==> src/logic/pcl_pkg.sv <==
// Purpose: constants and types for the port configuration word loader
// Assumes: six ports, 16-bit setup words, APB register access
// Notes: port register byte address is port * 100h + configuration offset
package pcl_pkg;
  localparam int NUM_PORTS = 6;
  localparam int NUM_STEPS = 28;
  localparam logic [4:0] LAST_STEP = 5'h1B;

  // fetch plan: first step of each group and its first word address
  localparam logic [4:0] STEP_SLOT_LO = 5'h00;
  localparam logic [4:0] STEP_SLOT_HI = 5'h05;
  localparam logic [4:0] STEP_XCVR_LO = 5'h0A;
  localparam logic [4:0] STEP_XCVR_HI = 5'h10;
  localparam logic [4:0] STEP_REPLAY = 5'h16;
  localparam logic [7:0] ADDR_SLOT_LO = 8'h92;
  localparam logic [7:0] ADDR_SLOT_HI = 8'hA2;
  localparam logic [7:0] ADDR_XCVR_LO = 8'hB0;
  localparam logic [7:0] ADDR_XCVR_HI = 8'hC0;
  localparam logic [7:0] ADDR_REPLAY = 8'hD0;

  // per-port configuration offsets
  localparam logic [7:0] OFS_REPLAY = 8'h70;
  localparam logic [7:0] OFS_XCVR = 8'h80;
  localparam logic [7:0] OFS_TS = 8'h8C;
  localparam logic [7:0] OFS_SLOT = 8'hD4;

  // setup word fields and target field positions
  localparam int SW_TMO_MSB = 11;
  localparam int SW_TMO_EN = 12;
  localparam int SW_TS_LSB = 13;
  localparam int CFG_TS_LSB = 24;

  // loader control block
  localparam logic [11:0] ADDR_CTRL = 12'h0800;
  localparam logic [11:0] ADDR_STATUS = 12'h0804;
  localparam int CTRL_RELOAD = 0;
  localparam int STAT_DONE = 0;
  localparam int STAT_BUSY = 1;

  // reset defaults
  localparam logic [31:0] SLOT_DEFAULT = 32'h0000_0000;
  localparam logic [31:0] XCVR_DEFAULT = 32'h0000_0000;
  localparam logic [11:0] TMO_DEFAULT = 12'h0_0FF;
  localparam logic [1:0] TS_DEFAULT = 2'h0;

  typedef enum logic [2:0] {
    PCL_SLOT_LO,
    PCL_SLOT_HI,
    PCL_XCVR_LO,
    PCL_XCVR_HI,
    PCL_REPLAY
  } pcl_kind_t;

  typedef struct packed {
    pcl_kind_t kind;
    logic [2:0] port;
    logic [7:0] addr;
  } pcl_tgt_t;

  typedef struct packed {
    logic [31:0] slot_cap;
    logic [31:0] xcvr_ctl;
    logic [11:0] replay_tmo;
    logic replay_en;
    logic [1:0] ts_ctl;
  } pcl_port_cfg_t;

  localparam pcl_port_cfg_t CFG_DEFAULT = '{
    slot_cap: SLOT_DEFAULT,
    xcvr_ctl: XCVR_DEFAULT,
    replay_tmo: TMO_DEFAULT,
    replay_en: 1'b0,
    ts_ctl: TS_DEFAULT
  };
endpackage : pcl_pkg
==> src/logic/pcl_loader.sv <==
// Purpose: fetch setup words from configuration memory into per-port fields
// Assumes: configuration memory runs on pclk and answers with mem_ack
// Notes: APB accesses stall until the load has completed
`timescale 1ns/1ps
`default_nettype none

// Behaviour
// RL1 - words at 92h..9Ah fill the low half of the slot capability of ports 1 to 5.
// RL2 - words at A2h..AAh fill the high half of the slot capability of ports 1 to 5.
// RL3 - words at B0h..BAh fill the low half of transceiver control word 3 of ports 0 to 5.
// RL4 - words at C0h..CAh fill the high half of transceiver control word 3 of ports 0 to 5.
// RL5 - bits 11:0 of words D0h..D4h become the replay time-out value of ports 0 to 2.
// RL6 - bit 12 of a replay word is the enable that selects the loaded time-out over default.
// RL7 - bits 14:13 of a replay word go to the received training-set control at 8Ch bits 25:24.
// RL8 - words D6h..DAh do the same replay mapping for ports 3 to 5.
// RL9 - loaded fields replace defaults before any config access; others keep their defaults.
module pcl_loader (
  // clock and reset
  input wire logic pclk,
  input wire logic presetn,
  // apb slave
  input wire logic psel,
  input wire logic penable,
  input wire logic pwrite,
  input wire logic [11:0] paddr,
  input wire logic [31:0] pwdata,
  output logic [31:0] prdata,
  output logic pready,
  output logic pslverr,
  // configuration memory
  output logic mem_req,
  output logic [7:0] mem_addr,
  input wire logic mem_ack,
  input wire logic [15:0] mem_rdata,
  // port configuration
  output pcl_pkg::pcl_port_cfg_t [pcl_pkg::NUM_PORTS-1:0] port_cfg,
  output logic [pcl_pkg::NUM_PORTS-1:0][11:0] replay_tmo_eff,
  output logic load_done
);

  typedef enum logic [1:0] {
    PCL_FETCH,
    PCL_DONE
  } pcl_state_t;

  function automatic pcl_pkg::pcl_tgt_t step_tgt(input logic [4:0] s);
    pcl_pkg::pcl_tgt_t t;
    logic [4:0] rel;
    t = '{kind: pcl_pkg::PCL_REPLAY, port: 3'h0, addr: 8'h00};
    if (s < pcl_pkg::STEP_SLOT_HI)
    begin
      rel = s - pcl_pkg::STEP_SLOT_LO;
      t.kind = pcl_pkg::PCL_SLOT_LO;
      t.port = rel[2:0] + 3'h1;
      t.addr = pcl_pkg::ADDR_SLOT_LO + {2'b00, rel, 1'b0};
    end
    else if (s < pcl_pkg::STEP_XCVR_LO)
    begin
      rel = s - pcl_pkg::STEP_SLOT_HI;
      t.kind = pcl_pkg::PCL_SLOT_HI;
      t.port = rel[2:0] + 3'h1;
      t.addr = pcl_pkg::ADDR_SLOT_HI + {2'b00, rel, 1'b0};
    end
    else if (s < pcl_pkg::STEP_XCVR_HI)
    begin
      rel = s - pcl_pkg::STEP_XCVR_LO;
      t.kind = pcl_pkg::PCL_XCVR_LO;
      t.port = rel[2:0];
      t.addr = pcl_pkg::ADDR_XCVR_LO + {2'b00, rel, 1'b0};
    end
    else if (s < pcl_pkg::STEP_REPLAY)
    begin
      rel = s - pcl_pkg::STEP_XCVR_HI;
      t.kind = pcl_pkg::PCL_XCVR_HI;
      t.port = rel[2:0];
      t.addr = pcl_pkg::ADDR_XCVR_HI + {2'b00, rel, 1'b0};
    end
    else
    begin
      rel = s - pcl_pkg::STEP_REPLAY;
      t.kind = pcl_pkg::PCL_REPLAY;
      t.port = rel[2:0];
      t.addr = pcl_pkg::ADDR_REPLAY + {2'b00, rel, 1'b0};
    end
    return t;
  endfunction : step_tgt

  pcl_state_t state_reg, state_next;
  logic [4:0] step_reg, step_next;
  logic [7:0] addr_reg, addr_next;
  pcl_pkg::pcl_port_cfg_t [pcl_pkg::NUM_PORTS-1:0] cfg_reg, cfg_next;
  logic [31:0] rdata_reg, rdata_next;
  logic err_reg, err_next;
  logic rvalid_reg, rvalid_next;
  pcl_pkg::pcl_tgt_t tgt;
  pcl_pkg::pcl_tgt_t tgt_inc;
  logic access;
  logic reload;

  assign tgt = step_tgt(step_reg);
  assign tgt_inc = step_tgt(step_reg + 5'h01);
  assign access = psel & penable & pready;
  assign reload = access & pwrite & (paddr == pcl_pkg::ADDR_CTRL) & pwdata[pcl_pkg::CTRL_RELOAD];

  // loader sequencing and field updates
  always_comb
  begin
    state_next = state_reg;
    step_next = step_reg;
    addr_next = addr_reg;
    cfg_next = cfg_reg;
    case (state_reg)
      PCL_FETCH:
      begin
        if (mem_ack)
        begin
          case (tgt.kind)
            pcl_pkg::PCL_SLOT_LO: cfg_next[tgt.port].slot_cap[15:0] = mem_rdata; // [RL1]
            pcl_pkg::PCL_SLOT_HI: cfg_next[tgt.port].slot_cap[31:16] = mem_rdata; // [RL2]
            pcl_pkg::PCL_XCVR_LO: cfg_next[tgt.port].xcvr_ctl[15:0] = mem_rdata; // [RL3]
            pcl_pkg::PCL_XCVR_HI: cfg_next[tgt.port].xcvr_ctl[31:16] = mem_rdata; // [RL4]
            pcl_pkg::PCL_REPLAY:
            begin
              // replay word covers all six ports [RL8]
              cfg_next[tgt.port].replay_tmo = mem_rdata[pcl_pkg::SW_TMO_MSB:0]; // [RL5]
              cfg_next[tgt.port].replay_en = mem_rdata[pcl_pkg::SW_TMO_EN]; // [RL6]
              cfg_next[tgt.port].ts_ctl = mem_rdata[pcl_pkg::SW_TS_LSB+:2]; // [RL7]
            end
            default: cfg_next = cfg_reg;
          endcase
          if (step_reg == pcl_pkg::LAST_STEP)
          begin
            state_next = PCL_DONE;
          end
          else
          begin
            step_next = step_reg + 5'h01;
            addr_next = tgt_inc.addr;
          end
        end
      end
      PCL_DONE:
      begin
        if (reload)
        begin
          state_next = PCL_FETCH;
          step_next = pcl_pkg::STEP_SLOT_LO;
          addr_next = pcl_pkg::ADDR_SLOT_LO;
        end
      end
      default: state_next = PCL_FETCH;
    endcase
  end

  always_ff @(posedge pclk or negedge presetn)
  begin
    if (!presetn)
    begin
      state_reg <= PCL_FETCH;
      step_reg <= pcl_pkg::STEP_SLOT_LO;
      addr_reg <= pcl_pkg::ADDR_SLOT_LO;
      cfg_reg <= {pcl_pkg::NUM_PORTS{pcl_pkg::CFG_DEFAULT}}; // [RL9]
    end
    else
    begin
      state_reg <= state_next;
      step_reg <= step_next;
      addr_reg <= addr_next;
      cfg_reg <= cfg_next;
    end
  end

  // apb read path, stalled until loaded
  always_comb
  begin
    rdata_next = 32'h0000_0000;
    err_next = 1'b0;
    rvalid_next = psel & (state_reg == PCL_DONE) & ~rvalid_reg; // [RL9]
    if (paddr == pcl_pkg::ADDR_CTRL)
    begin
      rdata_next = 32'h0000_0000;
    end
    else if (paddr == pcl_pkg::ADDR_STATUS)
    begin
      rdata_next[pcl_pkg::STAT_DONE] = (state_reg == PCL_DONE);
      rdata_next[pcl_pkg::STAT_BUSY] = (state_reg == PCL_FETCH);
      err_next = pwrite;
    end
    else if (!paddr[11] && paddr[10:8] < 3'(pcl_pkg::NUM_PORTS) && !pwrite)
    begin
      case (paddr[7:0])
        pcl_pkg::OFS_REPLAY:
          rdata_next = {19'h0_0000, cfg_reg[paddr[10:8]].replay_en,
                        cfg_reg[paddr[10:8]].replay_tmo};
        pcl_pkg::OFS_XCVR: rdata_next = cfg_reg[paddr[10:8]].xcvr_ctl;
        pcl_pkg::OFS_TS:
          rdata_next = {6'h00, cfg_reg[paddr[10:8]].ts_ctl, 24'h00_0000};
        pcl_pkg::OFS_SLOT: rdata_next = cfg_reg[paddr[10:8]].slot_cap;
        default: err_next = 1'b1;
      endcase
    end
    else
    begin
      err_next = 1'b1;
    end
  end

  always_ff @(posedge pclk or negedge presetn)
  begin
    if (!presetn)
    begin
      rdata_reg <= 32'h0000_0000;
      err_reg <= 1'b0;
      rvalid_reg <= 1'b0;
    end
    else
    begin
      rdata_reg <= rdata_next;
      err_reg <= err_next;
      rvalid_reg <= rvalid_next;
    end
  end

  // effective replay time-out per port
  genvar p;
  generate
    for (p = 0; p < pcl_pkg::NUM_PORTS; p++)
    begin : g_port
      assign replay_tmo_eff[p] = cfg_reg[p].replay_en ? cfg_reg[p].replay_tmo
                                                     : pcl_pkg::TMO_DEFAULT; // [RL6]
    end
  endgenerate

  assign pready = rvalid_reg & penable;
  assign pslverr = rvalid_reg & penable & err_reg;
  assign prdata = rdata_reg;
  assign mem_req = (state_reg == PCL_FETCH);
  assign mem_addr = addr_reg;
  assign port_cfg = cfg_reg;
  assign load_done = (state_reg == PCL_DONE);

endmodule : pcl_loader

`default_nettype wire

==> config.mk <==
export PLATFORM = sky130hd
export DESIGN_NAME = pcl_loader
export DESIGN_NICKNAME = d
export VERILOG_FILES = /design/src/logic/pcl_pkg.sv /design/src/logic/pcl_loader.sv
export SDC_FILE = /design/constraint.sdc
export NUM_CORES = 1
export LEC_CHECK = 0
export ABC_CLOCK_PERIOD_IN_PS = 4100
export BUFFER_PORTS_ARGS = -buffer_cell sky130_fd_sc_hd__clkbuf_2
export CAP_MARGIN = 20
export CORE_AREA = 2 2 252 254
export CTS_BUF_LIST = sky130_fd_sc_hd__clkbuf_4 sky130_fd_sc_hd__clkbuf_8 sky130_fd_sc_hd__clkbuf_16
export CTS_CLUSTER_DIAMETER = 50
export DETAILED_ROUTE_END_ITERATION = 12
export DIE_AREA = 0 0 254 256
export GPL_TIMING_DRIVEN = 0
export PLACE_DENSITY_LB_ADDON = 0.12
export RECOVER_POWER = 100
export SKIP_LAST_GASP = 1
export SYNTH_ARGS = -nofsm -noshare
export SYNTH_HDL_FRONTEND = slang
export SYNTH_SLANG_ARGS = --single-unit
==> constraint.sdc <==
create_clock -name pclk -period 4.1 [get_ports pclk]
set_clock_uncertainty 0.05 [all_clocks]
set_input_delay 1.23 -clock pclk [delete_from_list [all_inputs] [get_ports pclk]]
set_output_delay 1.23 -clock pclk [all_outputs]
set_load 0.01 [all_outputs]
Word level (Yosys, flattened, before mapping) --
Cells that the tools add are included.
Cells by class: $lt $le $gt $ge 12, div/mod/pow operators 0, shift-type cells 0, reduce and logical (&&, ||, !) cells 13, $mul 0, muxes and demuxes 59, add/sub/neg operators 21, bitwise logic cells 10, equal/unequal tests 16
Operators by type and width (number):
- 474-bit bitwise mux | 7
- 474-bit one-hot mux with 5 select lines | 1
- 79-bit demux with 3-bit select | 7
- 79-bit binary-select mux with 3-bit select | 1
- 79-bit 2-to-1 mux | 2
- 32-bit one-hot mux with 4 select lines | 1
- 12-bit 2-to-1 mux | 6
- 32-bit 2-to-1 mux | 2
- 63-bit 2-to-1 mux | 1
- 14-bit 2-to-1 mux | 4
- 8-bit 2-to-1 mux | 7
- 8-bit by 6-bit adder with 8-bit output (first input constant) | 6
- 47-bit 2-to-1 mux | 1
- 7-bit by 7-bit adder with 8-bit output (first input constant) | 4
- 31-bit 2-to-1 mux | 1
- 30-bit 2-to-1 mux | 1
- 12-bit == test (second input constant) | 2
- 8-bit == test (second input constant) | 3
- 5-bit < comparator (second input constant) | 4
- 5-bit subtractor (second input constant) | 4
- 8-bit one-hot mux with 2 select lines | 1
- 15-bit 2-to-1 mux | 1
- 5-bit 2-to-1 mux | 3
- 5-bit by 3-bit < comparator with 1-bit output (second input constant) | 2
- 32 further kinds | 59
Storage, ports and cells: input bits 66, logic and storage cells 167, output and inout port bits 590, memories 0, latch bits 0, flip-flop bits (word level) 523, memory bits (read-only) 0, memory bits (writable) 0

Longest topological paths before layout --
Gate-level depths: netlist of run 1.
depth after elaboration 14, depth in mapped cells 12, gate-level depth less buffers 10

Worst setup path after synthesis of run 1 --
Ideal clock, no wire load.
path type reg2reg, start register step_reg[0], end register (tool-made name), stages on the path, launching flop included 12, arrival time 3.033 ns, clock period less this slack 3.208 ns, library setup time 0.125 ns, required time 3.925 ns, path buffers 4, slack 0.892 ns, cell sequence dfrtp_1 -> buf_2 -> clkinv_1 -> ha_1 -> clkbuf_1 -> a211oi_1 -> a211o_1 -> and2_1 -> clkbuf_1 -> nor3_2 -> buf_2 -> mux2_2
RTL lines:
- start, declared | RTL line pcl_loader.sv:89 | logic [4:0] step_reg, step_next;
- start signal, assigned | RTL line pcl_loader.sv:160 | step_reg <= pcl_pkg::STEP_SLOT_LO;
- start signal, assigned | RTL line pcl_loader.sv:167 | step_reg <= step_next;

==> results of run 1 <==
-- worst paths after layout --
| check | end | cells after the start | slack (ns) |
|---|---|---|---|
| worst max register to register | flop | 11 | 0.07 |
| worst max-delay path | flop | 11 | 0.07 |
| min in group asynchronous | asynchronous set/reset pin | 1 | 1.06 |
| worst min-delay path | rvalid_reg | 1 | 0.43 |
| max in group asynchronous | asynchronous set/reset pin | 4 | 0.66 |
| worst min register to register | rvalid_reg | 1 | 0.43 |
-- what timing repair did --
action,in CTS,in global routing
setup endpoints to repair,66,236
pin swaps,0,1
resized for setup,8,7
setup buffers,1,0
-- power by group through the flow --
stage	clock (mW)	sequential, mW	combinational [mW]
6_report	6.16	5.15	0.484
5_1_grt	6.47	5.14	0.516
2_1_floorplan	0	5.24	0.175
4_1_cts	6.24	5.15	0.493
3_3_place_gp	0	5.24	0.454
3_5_place_dp	0	5.24	0.492
-- layout by cell type (no fill, tap or decap), types with 10 or more instances in the layout --
cell / n
buf_2: 18
mux4_2: 75
nand2_1: 33
mux2i_1: 87
nand2b_1: 51
o22ai_1: 20
a2bb2oi_1: 13
buf_1: 24
xnor2_1: 12
clkbuf_16: 70
o2bb2ai_1: 29
nand3_1: 12
nand3_2: 10
a21oi_1: 59
and2_0: 19
o21ai_0: 12
mux2_2: 432
ha_1: 10
nor2_1: 72
clkbuf_1: 611
mux2_1: 43
a22oi_1: 17
clkbuf_2: 109
dfrtp_1: 470
clkbuf_8: 10
dfstp_1: 45
clkbuf_4: 18
-- final cells by class --
cell class | count | area, µm²
Multi-Input combinational cell | 1099 | 10900
Clock buffer | 98 | 2020
Inverter | 9 | 33.8
Timing Repair Buffer | 621 | 2640
Tap cell | 846 | 1060
Buffer | 159 | 682
Fill cell | 5911 | 31700
Clock inverter | 26 | 305
Sequential cell | 521 | 13100
Antenna cell | 5 | 12.5
-- critical path, delay by kind of cell (launching register included) --
kind | cells | cell delay (ns)
multiplexers | 1 | 0.35
AND/OR/NAND/NOR | 1 | 0.32
buffers and inverters | 5 | 1.57
adder cells (fa/ha/maj) | 1 | 0.48
AO/OA/AOI/OAI | 3 | 0.76
flip-flops | 1 | 0.35
-- metal layers --
metal / GRT usage / vias to the layer above / wire length, µm
li1: - / 7946 / -
met1: 0.437 / 10249 / 44600
met2: 0.546 / 857 / 53000
met3: 0.0879 / 177 / 9490
met4: 0.0941 / 0 / 3150
met5: 0 / - / 0
-- logic make-up (layout without fill, tap and decap cells) --
| family | Yosys count | count (layout) | share of synthesized area |
|---|---|---|---|
| and+or+nand+nor | 255 | 255 | 0.0577 |
| DFF | 521 | 521 | 0.531 |
| adders and majority gates | 10 | 10 | 0.00507 |
| other | 1 | 6 | 0.000152 |
| xor gates and xnor gates | 14 | 14 | 0.00497 |
| AOI/OAI and AO/OA | 182 | 182 | 0.0505 |
| muxes | 637 | 637 | 0.321 |
| buffers and inverters | 170 | 913 | 0.0295 |
-- stage by stage --
step	total power, mW	std cells	TNS [ns]	util	setup WS [ns]
3_5_place_dp	5.73	3255	-21.84	0.465	-0.682
5_1_grt	12.1	3379	0	0.492	0.00349
2_1_floorplan	5.42	1790	0	-	0.892
3_3_place_gp	5.70	3241	-5213.70	0.461	-10.45
6_report	11.8	3384	0	0.492	0.0665
4_1_cts	11.9	3379	-2.96	0.503	-0.144
==> flow_metrics.tcl, run 1 <==
set metrics [dict create \
    yosys.area.top_type "dfrtp_1" \
    io_buffers 605 \
    switching_share 0.238 \
    grt_pass1_vias 19346 \
    dp_hpwl_um 84900 \
    drc 0 \
    finalMaxSlewViolations 67 \
    clk_latency_ns 0.60 \
    cts_tree "yes" \
    hold_class "reg2reg" \
    syn_inst 1790 \
    yosysTopAreaCellShare 0.477 \
    grt.total_usage 0.334 \
    p_leak_nw 14.2 \
    max_freq_ghz 0.248 \
    drive_gt1_frac 0.317 \
    crit_start "step_reg[0]" \
    viasPerCell 5.68 \
    numCtsBuffers 68 \
    first_pass_iters 7 \
    setup_violations 0 \
    synth_area_um2 24700 \
    slowest_delay_ns 0.48 \
    rsz0062_at_grt "false" \
    die_w_um 254 \
    synth_seq_cells 521 \
    wl_per_cell_um 32.6 \
    cts.clk_slew.worst_paths_ns 0.05 \
    yosys-top-cells-area "dfrtp_1 (48%), mux2_2 (20%), mux4_2 (6.9%)" \
    worst_ep_arrival_time_ns 4.46 \
    synth.net_count 1866 \
    async_flop_share 1.00 \
    period_share 0.984 \
    ys_seq_area_frac 0.531 \
    critPathLaunchType "flop" \
    antenna_found_initial 6 \
    critPathMaxFanout 10 \
    cts_root_buffer "clkbuf_16" \
    core_um2 62400 \
    place_area_um2 29000 \
    power_frac_comb 0.041 \
    crit_chain "buf_2, clkinv_1, ha_1, clkbuf_2, a211oi_1, a211o_1, a2bb2oi_1, buf_4, nand3_2, clkbuf_2, mux2_2" \
    chipHeight_um 256 \
    min_from "rvalid_reg" \
    ys.flop_type "dfrtp_1" \
    seq_power_share 0.436 \
    hold_viol_final 0 \
    end_kind "flop" \
    crit_top_cell "clkbuf_2" \
    status "finished, violations left" \
    drv_cap 1 \
    peakVddDrop_v 0.000274 \
    drtAntennaViolNets 0 \
    synth_commonest_cells "dfrtp_1 (470), mux2_2 (433), mux2i_1 (87)" \
    avgSynthCellArea_um2 13.8 \
    clock-sinks 521 \
    clockBufferDepth 3 \
    nets 2555 \
    grt_pass1_wl_um 152000 \
    io_pins 656 \
    r2r_start "step_reg[0]" \
    synth_enable_flop_cells 0 \
    worstMarginPinSlew_ns 1.84 \
    grt_max_degree 111 \
    min_period_ns 4.03 \
    synth.distinct_cells 64 \
    p_clk_frac 0.522 \
    routed_wl_um 110000 \
    stdcell_area_um2 30700 \
    gp_congestion 0.947 \
    syn_to_final_growth_pct 24.5 \
    critical_path_class "reg2reg" \
    synthMostInstantiatedCell "dfrtp_1" \
    drtIter0Drc 1496 \
    htree_levels 3 \
    cellPowerDensity_nw_per_um2 384 \
    yosysWarningCount 0 \
    fin_hold_ws_ns 0.427 \
    slew_headroom -0.229 \
    p_sw_mw 2.81 \
    num_vias 19229 \
    initial_core_util 0.395 \
    dieArea_um2 65000 \
    violations "max-capacitance violations, max-slew violations" \
    holdBufCountCts 0 \
    critPathSlowestCell "ha_1" \
    intPower_mw 8.98 \
    num_rows 92 \
    overflow 0 \
    crit_required_ns 4.52 \
]
(Power assumes the default switching activity.)
==> run 2, diff against run 1 <==
==> constraint.sdc (replaced) <==
create_clock -name pclk -period 4.1 [get_ports pclk]
set_clock_uncertainty 0.05 [all_clocks]
set_input_delay 0.615 -clock pclk [delete_from_list [all_inputs] [get_ports pclk]]
set_output_delay 0.615 -clock pclk [all_outputs]
set_load 0.01 [all_outputs]
==> flow_metrics.tcl, run 2 (synthesized netlist as in run 1, its figures left out) <==
set metrics [dict create \
    status "finished, violations left" \
    violations "max-capacitance violations, max-slew violations" \
    core_um2 62400 \
    critPathSlowestCell "ha_1" \
    cts.clk_slew.worst_paths_ns 0.06 \
    finalMaxSlewViolations 68 \
    viasPerCell 5.68 \
    die_w_um 254 \
    worstMarginPinSlew_ns 1.78 \
    regToRegSetupSlack_ns 0.08 \
    num_rows 92 \
    nFillCells 5912 \
    syn_to_final_growth_pct 24.6 \
    place_area_um2 29000 \
    stdcell_area_um2 30700 \
    grt_pass1_wl_um 152000 \
    clockBufferDepth 3 \
    htree_levels 3 \
    drive_gt1_frac 0.316 \
    crit_chain "buf_2, clkinv_1, ha_1, clkbuf_2, a211oi_1, a211o_1, and2_1, clkbuf_1, nand3_2, clkbuf_2, mux2_2" \
    io_buffers 605 \
    num_vias 19235 \
    drtIter0Drc 1445 \
    drv_cap 1 \
    cts_root_buffer "clkbuf_16" \
    initial_core_util 0.395 \
    routed_wl_um 110000 \
    critical_path_class "reg2reg" \
    dp_hpwl_um 84900 \
    wl_per_cell_um 32.5 \
    cts_tree "yes" \
    drtAntennaViolNets 0 \
    hold_class "in2reg" \
    min_period_ns 4.02 \
    hold_viol_final 0 \
    antenna_found_initial 6 \
    peakVddDrop_v 0.000274 \
    slowest_delay_ns 0.47 \
    p_leak_nw 14.2 \
    critPathMaxFanout 10 \
    dieArea_um2 65000 \
    period_share 0.980 \
    crit_top_cell "clkbuf_2" \
    io_pins 656 \
    max_freq_ghz 0.249 \
    clk_latency_ns 0.60 \
    slew_headroom -0.185 \
    grt_max_degree 111 \
    rsz0062_at_grt "false" \
    chipHeight_um 256 \
    worst-path-buf-inv 5 \
    end_kind "flop" \
    crit_required_ns 4.53 \
    critPathLaunchType "flop" \
    final_common_cell "clkbuf_1" \
    worst_ep_arrival_time_ns 4.44 \
    drc 0 \
    overflow 0 \
    setup_violations 0 \
    layout_common_cells "clkbuf_1 (611), dfrtp_1 (470), mux2_2 (432)" \
    cellPowerDensity_nw_per_um2 384 \
    gp_congestion 0.947 \
    nets 2557 \
    numCtsBuffers 68 \
    first_pass_iters 5 \
    clock-sinks 521 \
    grt.total_usage 0.334 \
    grt_pass1_vias 19348 \
    fin_hold_ws_ns 0.221 \
    path_delay_family "buffers and inverters" \
]
run 2: worst min-delay path: cells and delay by family:
family / cells / cell delay [ns]
simple gates: 2 / 0.13
buf+inv: 1 / 0.08
run 2: worst paths after layout:
path | startpoint | endpoint | cells past startpoint
min | psel | rvalid_reg | 3
min reg2reg | mem_addr[1] | mem_addr[1] | 2
min in group asynchronous | presetn | asynchronous set/reset pin | 2
max reg2reg | step_reg[0] | flop | 11
max | step_reg[0] | flop | 11
max in group asynchronous | presetn | asynchronous set/reset pin | 4
run 2: metrics by stage:
stage / std cells / power, mW / util / setup TNS [ns] / setup WS, ns
CTS: 3380 / 11.9 / 0.503 / -2.96 / -0.144
floorplan: 1790 / 5.42 / - / 0 / 0.892
detailed placement: 3255 / 5.73 / 0.465 / -6.95 / -0.280
finish: 3386 / 11.8 / 0.492 / 0 / 0.0837
global placement: 3241 / 5.70 / 0.461 / -4874.27 / -9.83
global route: 3381 / 12.1 / 0.492 / 0 / 0.00349
run 2: power by group:
group          total (mW)  internal [mW]  switching (mW)
clock                6.16           3.73            2.42
sequential           5.15           5.14         0.00119
combinational       0.484          0.103           0.381
run 2: final cells by class:
type	instances	area [µm²]	share of cell area
flip-flops and latches	521	13100	0.427
well taps	846	1060	0.0345
multi-input cells	1099	10900	0.353
diodes	5	12.5	0.000407
inverters	9	33.8	0.00110
clock inverters	26	305	0.00994
plain buffers	160	682	0.0222
repair buffers	622	2640	0.0859
clock buffers	98	2020	0.0659
run 2: repair_timing:
action / CTS / global route
resized for setup: 5 / 7
hold buffers: 1 / 0
endpoints found under the hold margin: 41 / 0
pin swaps: 0 / 1
setup endpoints to repair: 63 / 233
setup buffers: 1 / 0
run 2: metal layers:
layer  wire length [µm]  share of wire  up-vias  global-route usage
li1                   -              -     7966                   -
met1              45000           0.41    10251               0.437
met2              52900           0.48      858               0.546
met3               8970          0.082      160              0.0879
met4               3140          0.029        0              0.0941
met5                  0              0        -                   0
